### src/logic/ptr_regs.vh
// Register offsets, field positions, reset values and TLP codes for the TLP router
`ifndef PTR_REGS_VH
`define PTR_REGS_VH
// ----------------------------------------
// APB register byte offsets
// ----------------------------------------
`define PTR_OFS_CTRL 8'h00
`define PTR_OFS_ACTFN 8'h04
`define PTR_OFS_MPS 8'h08
`define PTR_OFS_MPS_EFF 8'h0C
`define PTR_OFS_SECBUS 8'h10
`define PTR_OFS_BAR_BASE 8'h14
`define PTR_OFS_BAR_MASK 8'h18
`define PTR_OFS_MSGCMD 8'h1C
`define PTR_OFS_STATUS 8'h20
`define PTR_OFS_ERRSTS 8'h24
`define PTR_OFS_URCNT 8'h28
// ----------------------------------------
// Field positions
// ----------------------------------------
`define PTR_CTRL_ROOT 0
`define PTR_CTRL_ERRMSG 1
`define PTR_CTRL_AER 2
`define PTR_ERR_LOGGED 8
`define PTR_ERR_COR 9
`define PTR_ERR_NONFATAL 10
`define PTR_ERR_FATAL 11
// ----------------------------------------
// Reset values
// ----------------------------------------
`define PTR_RST_CTRL 3'h0
`define PTR_RST_MPS 24'h00_0000
`define PTR_RST_BAR_BASE 32'hFFFF_FFFF
`define PTR_RST_BAR_MASK 32'h0000_0000
// ----------------------------------------
// TLP type field codes
// ----------------------------------------
`define PTR_TYPE_MEM 5'h00
`define PTR_TYPE_IO 5'h02
`define PTR_TYPE_CFG0 5'h04
`define PTR_TYPE_CFG1 5'h05
`define PTR_TYPE_CPL 5'h0A
// ----------------------------------------
// Message codes
// ----------------------------------------
`define PTR_MSG_UNLOCK 8'h00
`define PTR_MSG_PM_NAK 8'h14
`define PTR_MSG_PM_PME 8'h18
`define PTR_MSG_TURNOFF 8'h19
`define PTR_MSG_TO_ACK 8'h1B
`define PTR_MSG_ASSERT_A 8'h20
`define PTR_MSG_DEASSERT_A 8'h24
`define PTR_MSG_ERR_COR 8'h30
`define PTR_MSG_ERR_NONFATAL 8'h31
`define PTR_MSG_ERR_FATAL 8'h33
`define PTR_MSG_ATT_ON 8'h41
`define PTR_MSG_ATT_BLINK 8'h43
`define PTR_MSG_ATT_OFF 8'h40
`define PTR_MSG_PWR_ON 8'h45
`define PTR_MSG_PWR_BLINK 8'h47
`define PTR_MSG_PWR_OFF 8'h44
`define PTR_MSG_HP_LAST 8'h48
`define PTR_MSG_SLOT_PWR 8'h50
`define PTR_MSG_VEND0 8'h7E
`define PTR_MSG_VEND1 8'h7F
// ----------------------------------------
// Completion status
// ----------------------------------------
`define PTR_CPL_SC 3'h0
`define PTR_CPL_UR 3'h1
`endif

### src/logic/ptr_tlp_router.v
// TLP routing, message generation and multi-function config space
`timescale 1ns/1ps
`include "ptr_regs.vh"

module ptr_tlp_router #(
   parameter NUM_FUNC = 8
) (
   input wire clk_i,
   input wire rst_n_i,
   input wire psel_i,
   input wire penable_i,
   input wire pwrite_i,
   input wire [7:0] paddr_i,
   input wire [31:0] pwdata_i,
   output reg [31:0] prdata_o,
   output reg pready_o,
   output reg pslverr_o,
   input wire rx_valid_i,
   input wire [2:0] rx_fmt_i,
   input wire [4:0] rx_type_i,
   input wire [63:0] rx_addr_i,
   input wire [7:0] rx_msg_code_i,
   input wire [2:0] rx_func_i,
   input wire [1:0] rx_cfg_reg_i,
   input wire [7:0] rx_tag_i,
   input wire [31:0] rx_data_i,
   output reg rx_fwd_o,
   output reg rx_int_o,
   output reg rx_ur_o,
   output reg cpl_valid_o,
   output reg [2:0] cpl_status_o,
   output reg [7:0] cpl_tag_o,
   output reg [31:0] cpl_data_o,
   input wire tx_valid_i,
   input wire [2:0] tx_fmt_i,
   input wire [4:0] tx_type_i,
   input wire [7:0] tx_bus_i,
   input wire [1:0] tx_cfg_reg_i,
   input wire [31:0] tx_data_i,
   output reg link_valid_o,
   output reg [2:0] link_fmt_o,
   output reg [4:0] link_type_o,
   output reg [31:0] link_data_o,
   output reg tx_cfg_done_o,
   output reg [31:0] tx_cfg_rdata_o,
   input wire lmi_rd_i,
   input wire lmi_wr_i,
   input wire [1:0] lmi_addr_i,
   input wire [31:0] lmi_din_i,
   output reg lmi_ack_o,
   output reg [31:0] lmi_dout_o,
   input wire turnoff_request_i,
   input wire pme_req_i,
   input wire inta_i,
   input wire msi_req_i,
   input wire [4:0] msi_num_i,
   input wire [4:0] aer_msi_num_i,
   input wire msg_ready_i,
   output reg msg_valid_o,
   output reg [7:0] msg_code_o,
   output reg msi_valid_o,
   output reg [4:0] msi_num_o,
   output reg [3:0] int_status_o,
   output reg serr_o,
   output reg [2:0] mps_eff_o
);

   localparam [3:0] NF = NUM_FUNC[3:0];
   localparam [3:0] NONE = 4'hF;

   // ----------------------------------------
   // Helpers
   // ----------------------------------------
   function [4:0] cfg_idx;
      input [2:0] f;
      input [1:0] r;
      begin
         cfg_idx = {f, r};
      end
   endfunction

   function [7:0] msg_code;
      input [3:0] i;
      begin
         case (i)
            4'd0: msg_code = `PTR_MSG_TURNOFF;
            4'd1: msg_code = `PTR_MSG_TO_ACK;
            4'd2: msg_code = `PTR_MSG_ERR_NONFATAL;
            4'd3: msg_code = `PTR_MSG_PM_PME;
            4'd4: msg_code = `PTR_MSG_ASSERT_A;
            4'd5: msg_code = `PTR_MSG_DEASSERT_A;
            4'd6: msg_code = `PTR_MSG_SLOT_PWR;
            4'd7: msg_code = `PTR_MSG_ATT_ON;
            4'd8: msg_code = `PTR_MSG_ATT_BLINK;
            4'd9: msg_code = `PTR_MSG_ATT_OFF;
            4'd10: msg_code = `PTR_MSG_PWR_ON;
            4'd11: msg_code = `PTR_MSG_PWR_BLINK;
            default: msg_code = `PTR_MSG_PWR_OFF;
         endcase
      end
   endfunction

   function [3:0] first_set;
      input [12:0] v;
      integer k;
      begin
         first_set = NONE;
         for (k = 12; k >= 0; k = k - 1) begin
            if (v[k]) first_set = k[3:0];
         end
      end
   endfunction

   // ----------------------------------------
   // State
   // ----------------------------------------
   reg [2:0] ctrl_q;
   reg [2:0] actfn_q;
   reg [23:0] mps_q;
   reg [7:0] secbus_q;
   reg [31:0] bar_base_q;
   reg [31:0] bar_mask_q;
   reg [11:0] err_q;
   reg [15:0] urcnt_q;
   reg [12:0] pend_q;
   reg to_seen_q;
   reg inta_q;
   reg turnoff_q;
   reg [31:0] cfg_mem [0:31];
   reg [31:0] rd_mux;
   reg rd_hit;
   reg [2:0] mps_max;
   reg [11:0] err_d;
   reg [12:0] pend_set;
   integer i;
   integer j;

   wire root = ctrl_q[`PTR_CTRL_ROOT];

   // ----------------------------------------
   // APB slave, one wait state
   // ----------------------------------------
   wire apb_acc = psel_i & penable_i;
   wire apb_wr = apb_acc & pready_o & pwrite_i;

   always @* begin
      rd_hit = 1'b1;
      case (paddr_i)
         `PTR_OFS_CTRL: rd_mux = {29'h0, ctrl_q};
         `PTR_OFS_ACTFN: rd_mux = {29'h0, actfn_q};
         `PTR_OFS_MPS: rd_mux = {8'h00, mps_q};
         `PTR_OFS_MPS_EFF: rd_mux = {29'h0, mps_eff_o};
         `PTR_OFS_SECBUS: rd_mux = {24'h00_0000, secbus_q};
         `PTR_OFS_BAR_BASE: rd_mux = bar_base_q;
         `PTR_OFS_BAR_MASK: rd_mux = bar_mask_q;
         `PTR_OFS_MSGCMD: rd_mux = 32'h0000_0000;
         `PTR_OFS_STATUS: rd_mux = {26'h0, serr_o, err_q[`PTR_ERR_LOGGED], int_status_o};
         `PTR_OFS_ERRSTS: rd_mux = {20'h0_0000, err_q};
         `PTR_OFS_URCNT: rd_mux = {16'h0000, urcnt_q};
         default: begin
            rd_mux = 32'h0000_0000;
            rd_hit = 1'b0;
         end
      endcase
   end

   // ----------------------------------------
   // Receive classification
   // ----------------------------------------
   wire [7:0] mc = rx_msg_code_i;
   wire r_msg = rx_type_i[4:3] == 2'b10;
   wire r_mem = rx_type_i == `PTR_TYPE_MEM;
   wire r_io = rx_type_i == `PTR_TYPE_IO;
   wire r_cpl = rx_type_i == `PTR_TYPE_CPL;
   wire hi_zero = rx_addr_i[63:32] == 32'h0000_0000;
   wire r_m64low = r_mem & rx_fmt_i[0] & hi_zero;
   wire bar_hit = hi_zero & ((rx_addr_i[31:0] & bar_mask_q) == bar_base_q);
   wire r_bar = (r_mem | r_io) & bar_hit & ~r_m64low;
   wire r_vend = r_msg & (mc == `PTR_MSG_VEND0 || mc == `PTR_MSG_VEND1);
   wire m_pm = mc == `PTR_MSG_PM_NAK || mc == `PTR_MSG_PM_PME ||
      mc == `PTR_MSG_TURNOFF || mc == `PTR_MSG_TO_ACK;
   wire m_intx = mc[7:3] == 5'b0_0100;
   wire m_err = mc == `PTR_MSG_ERR_COR || mc == `PTR_MSG_ERR_NONFATAL ||
      mc == `PTR_MSG_ERR_FATAL;
   wire m_hp = mc >= `PTR_MSG_ATT_OFF && mc <= `PTR_MSG_HP_LAST;
   wire m_slot = mc == `PTR_MSG_SLOT_PWR;
   wire m_unlock = mc == `PTR_MSG_UNLOCK;
   // Both consume PM; endpoint also consumes slot power, hot-plug and unlock; root also consumes INTx and errors
   wire r_take = r_msg & (m_pm | (~root & (m_slot | m_hp | m_unlock)) |
      (root & (m_intx | m_err)));
   wire r_cfg_ep = (rx_type_i == `PTR_TYPE_CFG0) & ~root & ({1'b0, rx_func_i} < NF);
   wire r_fwd = r_bar | r_vend | r_cpl;
   wire r_int = r_take | r_cfg_ep;
   wire r_ur = rx_valid_i & ~r_fwd & ~r_int;
   wire r_np = ~(r_msg | (r_mem & rx_fmt_i[1]) | r_cpl);
   wire r_msg_now = rx_valid_i & r_msg;

   // ----------------------------------------
   // Application transmit routing
   // ----------------------------------------
   wire a_cfg0 = tx_type_i == `PTR_TYPE_CFG0;
   wire a_cfg1 = tx_type_i == `PTR_TYPE_CFG1;
   wire a_local = tx_valid_i & root & a_cfg0;
   wire a_link = tx_valid_i & ~a_cfg0 & (~a_cfg1 | root);
   wire a_conv = root & a_cfg1 & (tx_bus_i == secbus_q);

   // ----------------------------------------
   // Config space port arbitration
   // ----------------------------------------
   // Link and app traffic cannot be stalled, so the management port waits instead
   wire rx_cacc = rx_valid_i & r_cfg_ep;
   wire lmi_go = (lmi_rd_i | lmi_wr_i) & ~lmi_ack_o & ~rx_cacc & ~a_local;
   wire [4:0] lmi_idx = cfg_idx(actfn_q, lmi_addr_i);
   wire [4:0] rx_idx = cfg_idx(rx_func_i, rx_cfg_reg_i);
   wire [4:0] ap_idx = cfg_idx(3'h0, tx_cfg_reg_i);

   always @(posedge clk_i) begin
      if (!rst_n_i) begin
         for (i = 0; i < 32; i = i + 1) begin
            cfg_mem[i] <= 32'h0000_0000;
         end
      end else if (rx_cacc & rx_fmt_i[1]) begin
         cfg_mem[rx_idx] <= rx_data_i;
      end else if (a_local & tx_fmt_i[1]) begin
         cfg_mem[ap_idx] <= tx_data_i;
      end else if (lmi_go & lmi_wr_i) begin
         cfg_mem[lmi_idx] <= lmi_din_i;
      end
   end

   // ----------------------------------------
   // Payload size arbitration
   // ----------------------------------------
   always @* begin
      mps_max = 3'h0;
      for (j = 0; j < NUM_FUNC; j = j + 1) begin
         if (mps_q[3*j +: 3] > mps_max) mps_max = mps_q[3*j +: 3];
      end
   end

   // ----------------------------------------
   // Error bits and message requests
   // ----------------------------------------
   wire [3:0] sel = first_set(pend_q);
   wire msg_load = (~msg_valid_o | msg_ready_i) & (sel != NONE);
   wire [12:0] pend_clr = msg_load ? (13'h0001 << sel) : 13'h0000;

   always @* begin
      err_d = err_q;
      if (apb_wr && paddr_i == `PTR_OFS_ERRSTS) err_d = err_q & ~pwdata_i[11:0];
      // Hardware set beats the software clear in the same cycle
      if (r_ur & ({1'b0, rx_func_i} < NF)) begin
         err_d[rx_func_i] = 1'b1;
      end
      if (r_ur & root) err_d[`PTR_ERR_LOGGED] = 1'b1;
      if (r_msg_now & root & m_err) begin
         err_d[`PTR_ERR_LOGGED] = 1'b1;
         if (mc == `PTR_MSG_ERR_COR) err_d[`PTR_ERR_COR] = 1'b1;
         if (mc == `PTR_MSG_ERR_NONFATAL) err_d[`PTR_ERR_NONFATAL] = 1'b1;
         if (mc == `PTR_MSG_ERR_FATAL) err_d[`PTR_ERR_FATAL] = 1'b1;
      end
      pend_set = 13'h0000;
      pend_set[0] = root & turnoff_request_i & ~turnoff_q;
      pend_set[1] = ~root & to_seen_q & turnoff_request_i;
      pend_set[2] = ~root & ctrl_q[`PTR_CTRL_ERRMSG] & r_ur;
      pend_set[3] = ~root & pme_req_i;
      pend_set[4] = ~root & inta_i & ~inta_q;
      pend_set[5] = ~root & ~inta_i & inta_q;
      if (apb_wr && paddr_i == `PTR_OFS_MSGCMD && root) begin
         pend_set[12:6] = pwdata_i[6:0];
      end
   end

   // ----------------------------------------
   // Clocked state and outputs
   // ----------------------------------------
   always @(posedge clk_i) begin
      if (!rst_n_i) begin
         prdata_o <= 32'h0000_0000;
         pready_o <= 1'b0;
         pslverr_o <= 1'b0;
         ctrl_q <= `PTR_RST_CTRL;
         actfn_q <= 3'h0;
         mps_q <= `PTR_RST_MPS;
         secbus_q <= 8'h00;
         bar_base_q <= `PTR_RST_BAR_BASE;
         bar_mask_q <= `PTR_RST_BAR_MASK;
         err_q <= 12'h000;
         urcnt_q <= 16'h0000;
         pend_q <= 13'h0000;
         to_seen_q <= 1'b0;
         inta_q <= 1'b0;
         turnoff_q <= 1'b0;
         rx_fwd_o <= 1'b0;
         rx_int_o <= 1'b0;
         rx_ur_o <= 1'b0;
         cpl_valid_o <= 1'b0;
         cpl_status_o <= `PTR_CPL_SC;
         cpl_tag_o <= 8'h00;
         cpl_data_o <= 32'h0000_0000;
         link_valid_o <= 1'b0;
         link_fmt_o <= 3'h0;
         link_type_o <= 5'h00;
         link_data_o <= 32'h0000_0000;
         tx_cfg_done_o <= 1'b0;
         tx_cfg_rdata_o <= 32'h0000_0000;
         lmi_ack_o <= 1'b0;
         lmi_dout_o <= 32'h0000_0000;
         msg_valid_o <= 1'b0;
         msg_code_o <= 8'h00;
         msi_valid_o <= 1'b0;
         msi_num_o <= 5'h00;
         int_status_o <= 4'h0;
         serr_o <= 1'b0;
         mps_eff_o <= 3'h0;
      end else begin
         pready_o <= apb_acc & ~pready_o;
         pslverr_o <= apb_acc & ~pready_o & ~rd_hit;
         if (apb_acc & ~pready_o) prdata_o <= pwrite_i ? 32'h0000_0000 : rd_mux;
         if (apb_wr) begin
            case (paddr_i)
               `PTR_OFS_CTRL: ctrl_q <= pwdata_i[2:0];
               `PTR_OFS_ACTFN: actfn_q <= pwdata_i[2:0];
               `PTR_OFS_MPS: mps_q <= pwdata_i[23:0];
               `PTR_OFS_SECBUS: secbus_q <= pwdata_i[7:0];
               `PTR_OFS_BAR_BASE: bar_base_q <= pwdata_i;
               `PTR_OFS_BAR_MASK: bar_mask_q <= pwdata_i;
               default: ;
            endcase
         end
         err_q <= err_d;
         serr_o <= root & err_d[`PTR_ERR_LOGGED];
         mps_eff_o <= mps_max;
         if (r_ur && urcnt_q != 16'hFFFF) urcnt_q <= urcnt_q + 16'h0001;
         rx_fwd_o <= rx_valid_i & r_fwd;
         rx_int_o <= rx_valid_i & r_int;
         rx_ur_o <= r_ur;
         if (r_msg_now & root & m_intx) begin
            int_status_o[mc[1:0]] <= ~mc[2];
         end
         if (~root & pend_set[1]) to_seen_q <= 1'b0;
         if (r_msg_now & ~root & mc == `PTR_MSG_TURNOFF) to_seen_q <= 1'b1;
         turnoff_q <= turnoff_request_i;
         inta_q <= inta_i;
         pend_q <= (pend_q & ~pend_clr) | pend_set;
         if (msg_load) begin
            msg_valid_o <= 1'b1;
            msg_code_o <= msg_code(sel);
         end else if (msg_ready_i) begin
            msg_valid_o <= 1'b0;
         end
         // Completions for endpoint config requests and non-posted URs
         cpl_valid_o <= rx_cacc | (r_ur & r_np);
         cpl_status_o <= rx_cacc ? `PTR_CPL_SC : `PTR_CPL_UR;
         cpl_tag_o <= rx_tag_i;
         cpl_data_o <= (rx_cacc & ~rx_fmt_i[1]) ? cfg_mem[rx_idx] : 32'h0000_0000;
         link_valid_o <= a_link;
         link_fmt_o <= tx_fmt_i;
         link_type_o <= a_conv ? `PTR_TYPE_CFG0 : tx_type_i;
         link_data_o <= tx_data_i;
         tx_cfg_done_o <= a_local;
         tx_cfg_rdata_o <= a_local ? cfg_mem[ap_idx] : tx_cfg_rdata_o;
         lmi_ack_o <= lmi_go;
         if (lmi_go) lmi_dout_o <= cfg_mem[lmi_idx];
         // Root error MSI uses the application's chosen vector
         if (root & ctrl_q[`PTR_CTRL_AER] & err_d[`PTR_ERR_LOGGED] &
               ~err_q[`PTR_ERR_LOGGED]) begin
            msi_valid_o <= 1'b1;
            msi_num_o <= aer_msi_num_i;
         end else begin
            msi_valid_o <= ~root & msi_req_i;
            msi_num_o <= msi_num_i;
         end
      end
   end

endmodule // ptr_tlp_router

### config.mk
export PLATFORM = sky130hd
export DESIGN_NAME = ptr_tlp_router
export DESIGN_NICKNAME = d
export VERILOG_FILES = /design/src/logic/ptr_tlp_router.v
export VERILOG_INCLUDE_DIRS = /design/src /design/src/logic
export SDC_FILE = /design/constraint.sdc
export NUM_CORES = 2
export LEC_CHECK = 0
export BUFFER_PORTS_ARGS = -buffer_cell sky130_fd_sc_hd__buf_2
export CORE_MARGIN = 2
export CORE_UTILIZATION = 23
export CTS_BUF_LIST = sky130_fd_sc_hd__clkbuf_4 sky130_fd_sc_hd__clkbuf_8
export DETAILED_ROUTE_END_ITERATION = 7
export HOLD_SLACK_MARGIN = 0.03
export PLACE_DENSITY = 0.4
export SYNTH_ARGS = -nofsm -noshare
export SYNTH_HDL_FRONTEND = slang
export SYNTH_SLANG_ARGS = --single-unit
### constraint.sdc
create_clock -name clk_i -period 9.4 [get_ports clk_i]
set_clock_uncertainty 0.1 [all_clocks]
set_input_delay 0 -clock clk_i [delete_from_list [all_inputs] [get_ports clk_i]]
set_output_delay 0 -clock clk_i [all_outputs]
set_load 0.03 [all_outputs]
==> results.py <==
metrics = {
    "setup_path": {
        "slowest_delay_ns": 0.39,
        "critical_path.endpoint_type": "flop",
        "critPathArrivalTime_ns": 9.60,
        "cp-startpoint": "mps_q[1]",
        "cp_top_family": "compound AO/OA/AOI/OAI gates",
        "crit_required_ns": 10.17,
        "cp_max_fo": 5,
        "rr_startpoint": "mps_q[1]",
        "path_common_cell": "ha_1",
        "worstSetupPathType": "reg -> reg",
        "cp.buffers_inverters": 2,
        "start_kind": "flop",
        "critical_path.slowest_cell": "mux2_2",
    },
    "yosys": {
        "yosysSeqAreaShare_pct": 56.2,
        "synth_top_area_share_pct": 45.7,
        "syn_avg_cell_area_sq_um": 12.9,
        "synth_warnings": 0,
        "yosys.cell_types.count": 78,
        "syn_inst": 5196,
        "yosys_most_used_dff": "edfxtp_1",
        "yosysTopAreaCell": "edfxtp_1",
        "synth_edf_count": 1024,
        "synth-seq-cells": 1378,
        "synth_area_sq_um": 67300,
        "synthTopCellsByArea": "edfxtp_1 (46%), mux4_2 (20%), dfxtp_1 (11%)",
        "async_flop_share_pct": 0,
    },
    "timing": {
        "tightest_slew_ns": 1.16,
        "grt_setup_unrepaired": "no",
        "setup_viol": 0,
        "relSlewSlack_pct": 22.6,
        "tns_ns": 0,
        "max_freq_mhz": 113,
        "finalMaxSlewViolations": 0,
        "timing.final.crit_share_pct": 93.9,
        "post-route-min-period_ns": 8.83,
        "hold_viol_final": 0,
    },
    "pwr": {
        "power_mw": 15.0,
        "swShare_pct": 27.3,
        "vdd.ir_drop.worst_mv": 0.0827,
        "p_leak_nw": 29.9,
        "power_per_cell_area_nw_per_um2": 178,
        "p_switching_mw": 4.09,
        "power_frac_clock_pct": 42.9,
        "power.combinational.fraction_pct": 11.4,
        "p_seq_share_pct": 45.7,
        "p_int_mw": 10.9,
    },
    "place": {
        "dp_hpwl_mm": 189,
        "dp.cells": 9264,
        "portBuffers": 479,
        "place.gp.congestion": 0.831,
    },
    "global_routing": {
        "grt_pass1_vias": 52600,
        "grt_pass1_wl_mm": 426,
        "antenna_found_initial": 21,
        "overflow": 0,
        "grtUsageTotal_pct": 20.4,
        "grt_start_max_net_pins": 115,
    },
    "die": {
        "die_w_um": 545,
        "die_area_sq_um": 297000,
        "fp.coreArea_sq_um": 291000,
        "fp-row-count": 198,
        "num_io_pins": 484,
        "start_util_pct": 23.1,
        "die_y_um": 545,
    },
    "clock_tree": {
        "clkTransAtPathRegs_ns": 0.05,
        "post-cts-setup-buffers": 0,
        "h-tree-depth": 5,
        "clockRootBuffer": "clkbuf_8",
        "cts_made_buffers": 284,
        "clock_latency_ns": 1.01,
        "cts_num_sinks": 1378,
        "clockBufferDepth": 4,
        "cts_tree": "yes",
    },
    "final_layout": {
        "finalNonFillerCells": 10200,
        "areaGrowthSynthToFinish_pct": 24.8,
        "nNetsFinal": 6379,
        "utilization_pct": 28.9,
        "drive_gt1_share_pct": 29.6,
    },
    "worst_hold_path": {
        "min_from": "rx_data_i[31]",
        "hp-class": "in -> reg",
    },
    "status": {
        "status": "finished clean",
    },
    "drt": {
        "drt_iter0_drc": 5199,
        "ant_nets": 0,
        "drc_errors": 0,
        "num_vias": 50900,
        "dr.pass1.iters": 5,
        "wl_per_cell_um": 30.3,
        "drt-vias-per-instance": 5.00,
        "drt-total-wl_mm": 308,
    },
    "flow_run": {
        "drv_cap": 0,
    },
}
==> per-layer routing <==
layer / up-vias / GRT usage [%] / part of all wire [%] / wire [um]
met3: 463 / 3.71 / 7.1 / 21800
li1: 21300 / - / - / -
met4: 2 / 6.60 / 3.2 / 9950
met5: - / 0 / 0.0032 / 10
met1: 26900 / 27.1 / 42 / 131000
met2: 2239 / 33.6 / 47 / 146000
==> power by group through the flow <==
stage	logic [mW]	registers, mW	clock network, mW
after floorplan	0.845	6.99	0
after global placement	1.57	6.96	0
after detailed placement	1.57	6.97	0
after CTS	1.71	6.84	6.60
after global routing	1.78	6.87	6.82
final	1.70	6.84	6.42
==> timing repair <==
action,in CTS,in global routing
setup endpoints to repair,0,3
endpoints found under the hold margin,1451,0
gates resized for setup,0,8
hold buffers,428,0
==> Yosys cell counts, types with 30 or more instances <==
library cell and n:
a22oi_1 114, a31oi_1 44, clkbuf_1 210, buf_1 30, nand2_1 460, a22o_1 37
mux4_2 608, dfxtp_1 354, and2_1 66, a21oi_1 190, edfxtp_1 1024, o21ai_1 34
buf_2 247, nor2_1 1177, a211oi_1 41, a221oi_1 37, mux2i_1 49, nand3_1 107
==> cell families (layout without fill, tap and decap cells) <==
logic type / Yosys count / after routing / synth area share [%]
AOI/OAI and AO/OA: 603 / 603 / 6.05
and+or+nand+nor: 1971 / 1971 / 12.2
other: 1 / 5 / 0.00557
DFF: 1378 / 1378 / 56.2
muxes: 665 / 665 / 21.2
xor gates and xnor gates: 25 / 25 / 0.325
adders and majority gates: 28 / 28 / 0.521
buffers and inverters: 525 / 1606 / 3.45
==> area by class of cell <==
cell class | count | area [sq um]
multi-input cells | 3295 | 27500
inverters | 29 | 121
fillers | 29800 | 207000
well taps | 3900 | 4880
clock inverters | 94 | 622
repair buffers | 1090 | 8160
diodes | 2 | 5.00
flip-flops and latches | 1378 | 37800
clock buffers | 393 | 4860
==> worst paths after layout <==
| check | slack (ns) | endpoint | cells past startpoint |
|---|---|---|---|
| max | 0.57 | mps_eff_o[0] | 41 |
| min | 0.12 | cfg_mem[30][31] | 5 |
| max reg2reg | 0.57 | mps_eff_o[0] | 41 |
| min reg2reg | 0.35 | tx_cfg_rdata_o[28] | 2 |
==> worst register-to-register path: cells and delay by family (launching register included) <==
| kind | cells | cell delay, ns |
|---|---|---|
| AND/OR/NAND/NOR | 14 | 2.50 |
| buffers and inverters | 2 | 0.21 |
| flip-flops | 1 | 0.36 |
| multiplexers | 2 | 0.66 |
| adder cells (fa/ha/maj) | 7 | 1.98 |
| AO/OA/AOI/OAI | 16 | 2.94 |
==> metrics by stage <==
stage / area [sq um] / hold slack [ns] / worst slack [ns]
3_3_place_gp: 74200 / 0.107 / 0.189
2_1_floorplan: 67300 / -0.00809 / 1.13
5_1_grt: 84000 / 0.0940 / 0.0285
3_5_place_dp: 74200 / 0.111 / 0.260
6_report: 84000 / 0.123 / 0.572
4_1_cts: 84000 / 0.0375 / 0.225
==> registers in the layout, summed over array words and instances (netlist names), 7 cells and up <==
register        cells
secbus_q            8
bar_base_q         32
err_q              12
mps_q              24
cfg_mem          1024
urcnt_q            16
link_data_o        32
bar_mask_q         32
prdata_o           32
lmi_dout_o         32
tx_cfg_rdata_o     32
cpl_data_o         32
cpl_tag_o           8
pend_q             13
msg_code_o          7
==> layout by cell type (no fill, tap or decap), drive strengths merged, types with 56 or more instances in the layout <==
cell | Yosys | layout
clkbuf | 212 | 393
dlygate4sd3 | 0 | 427
clkinv | 0 | 72
o21ai | 56 | 56
nand3 | 107 | 107
mux4 | 608 | 608
edfxtp | 1024 | 1024
and2 | 67 | 67
nor2 | 1179 | 1179
buf | 284 | 663
a21oi | 190 | 190
nand2 | 484 | 484
a22oi | 122 | 122
dfxtp | 354 | 354
Note: power is estimated with default switching activity, not from simulation.
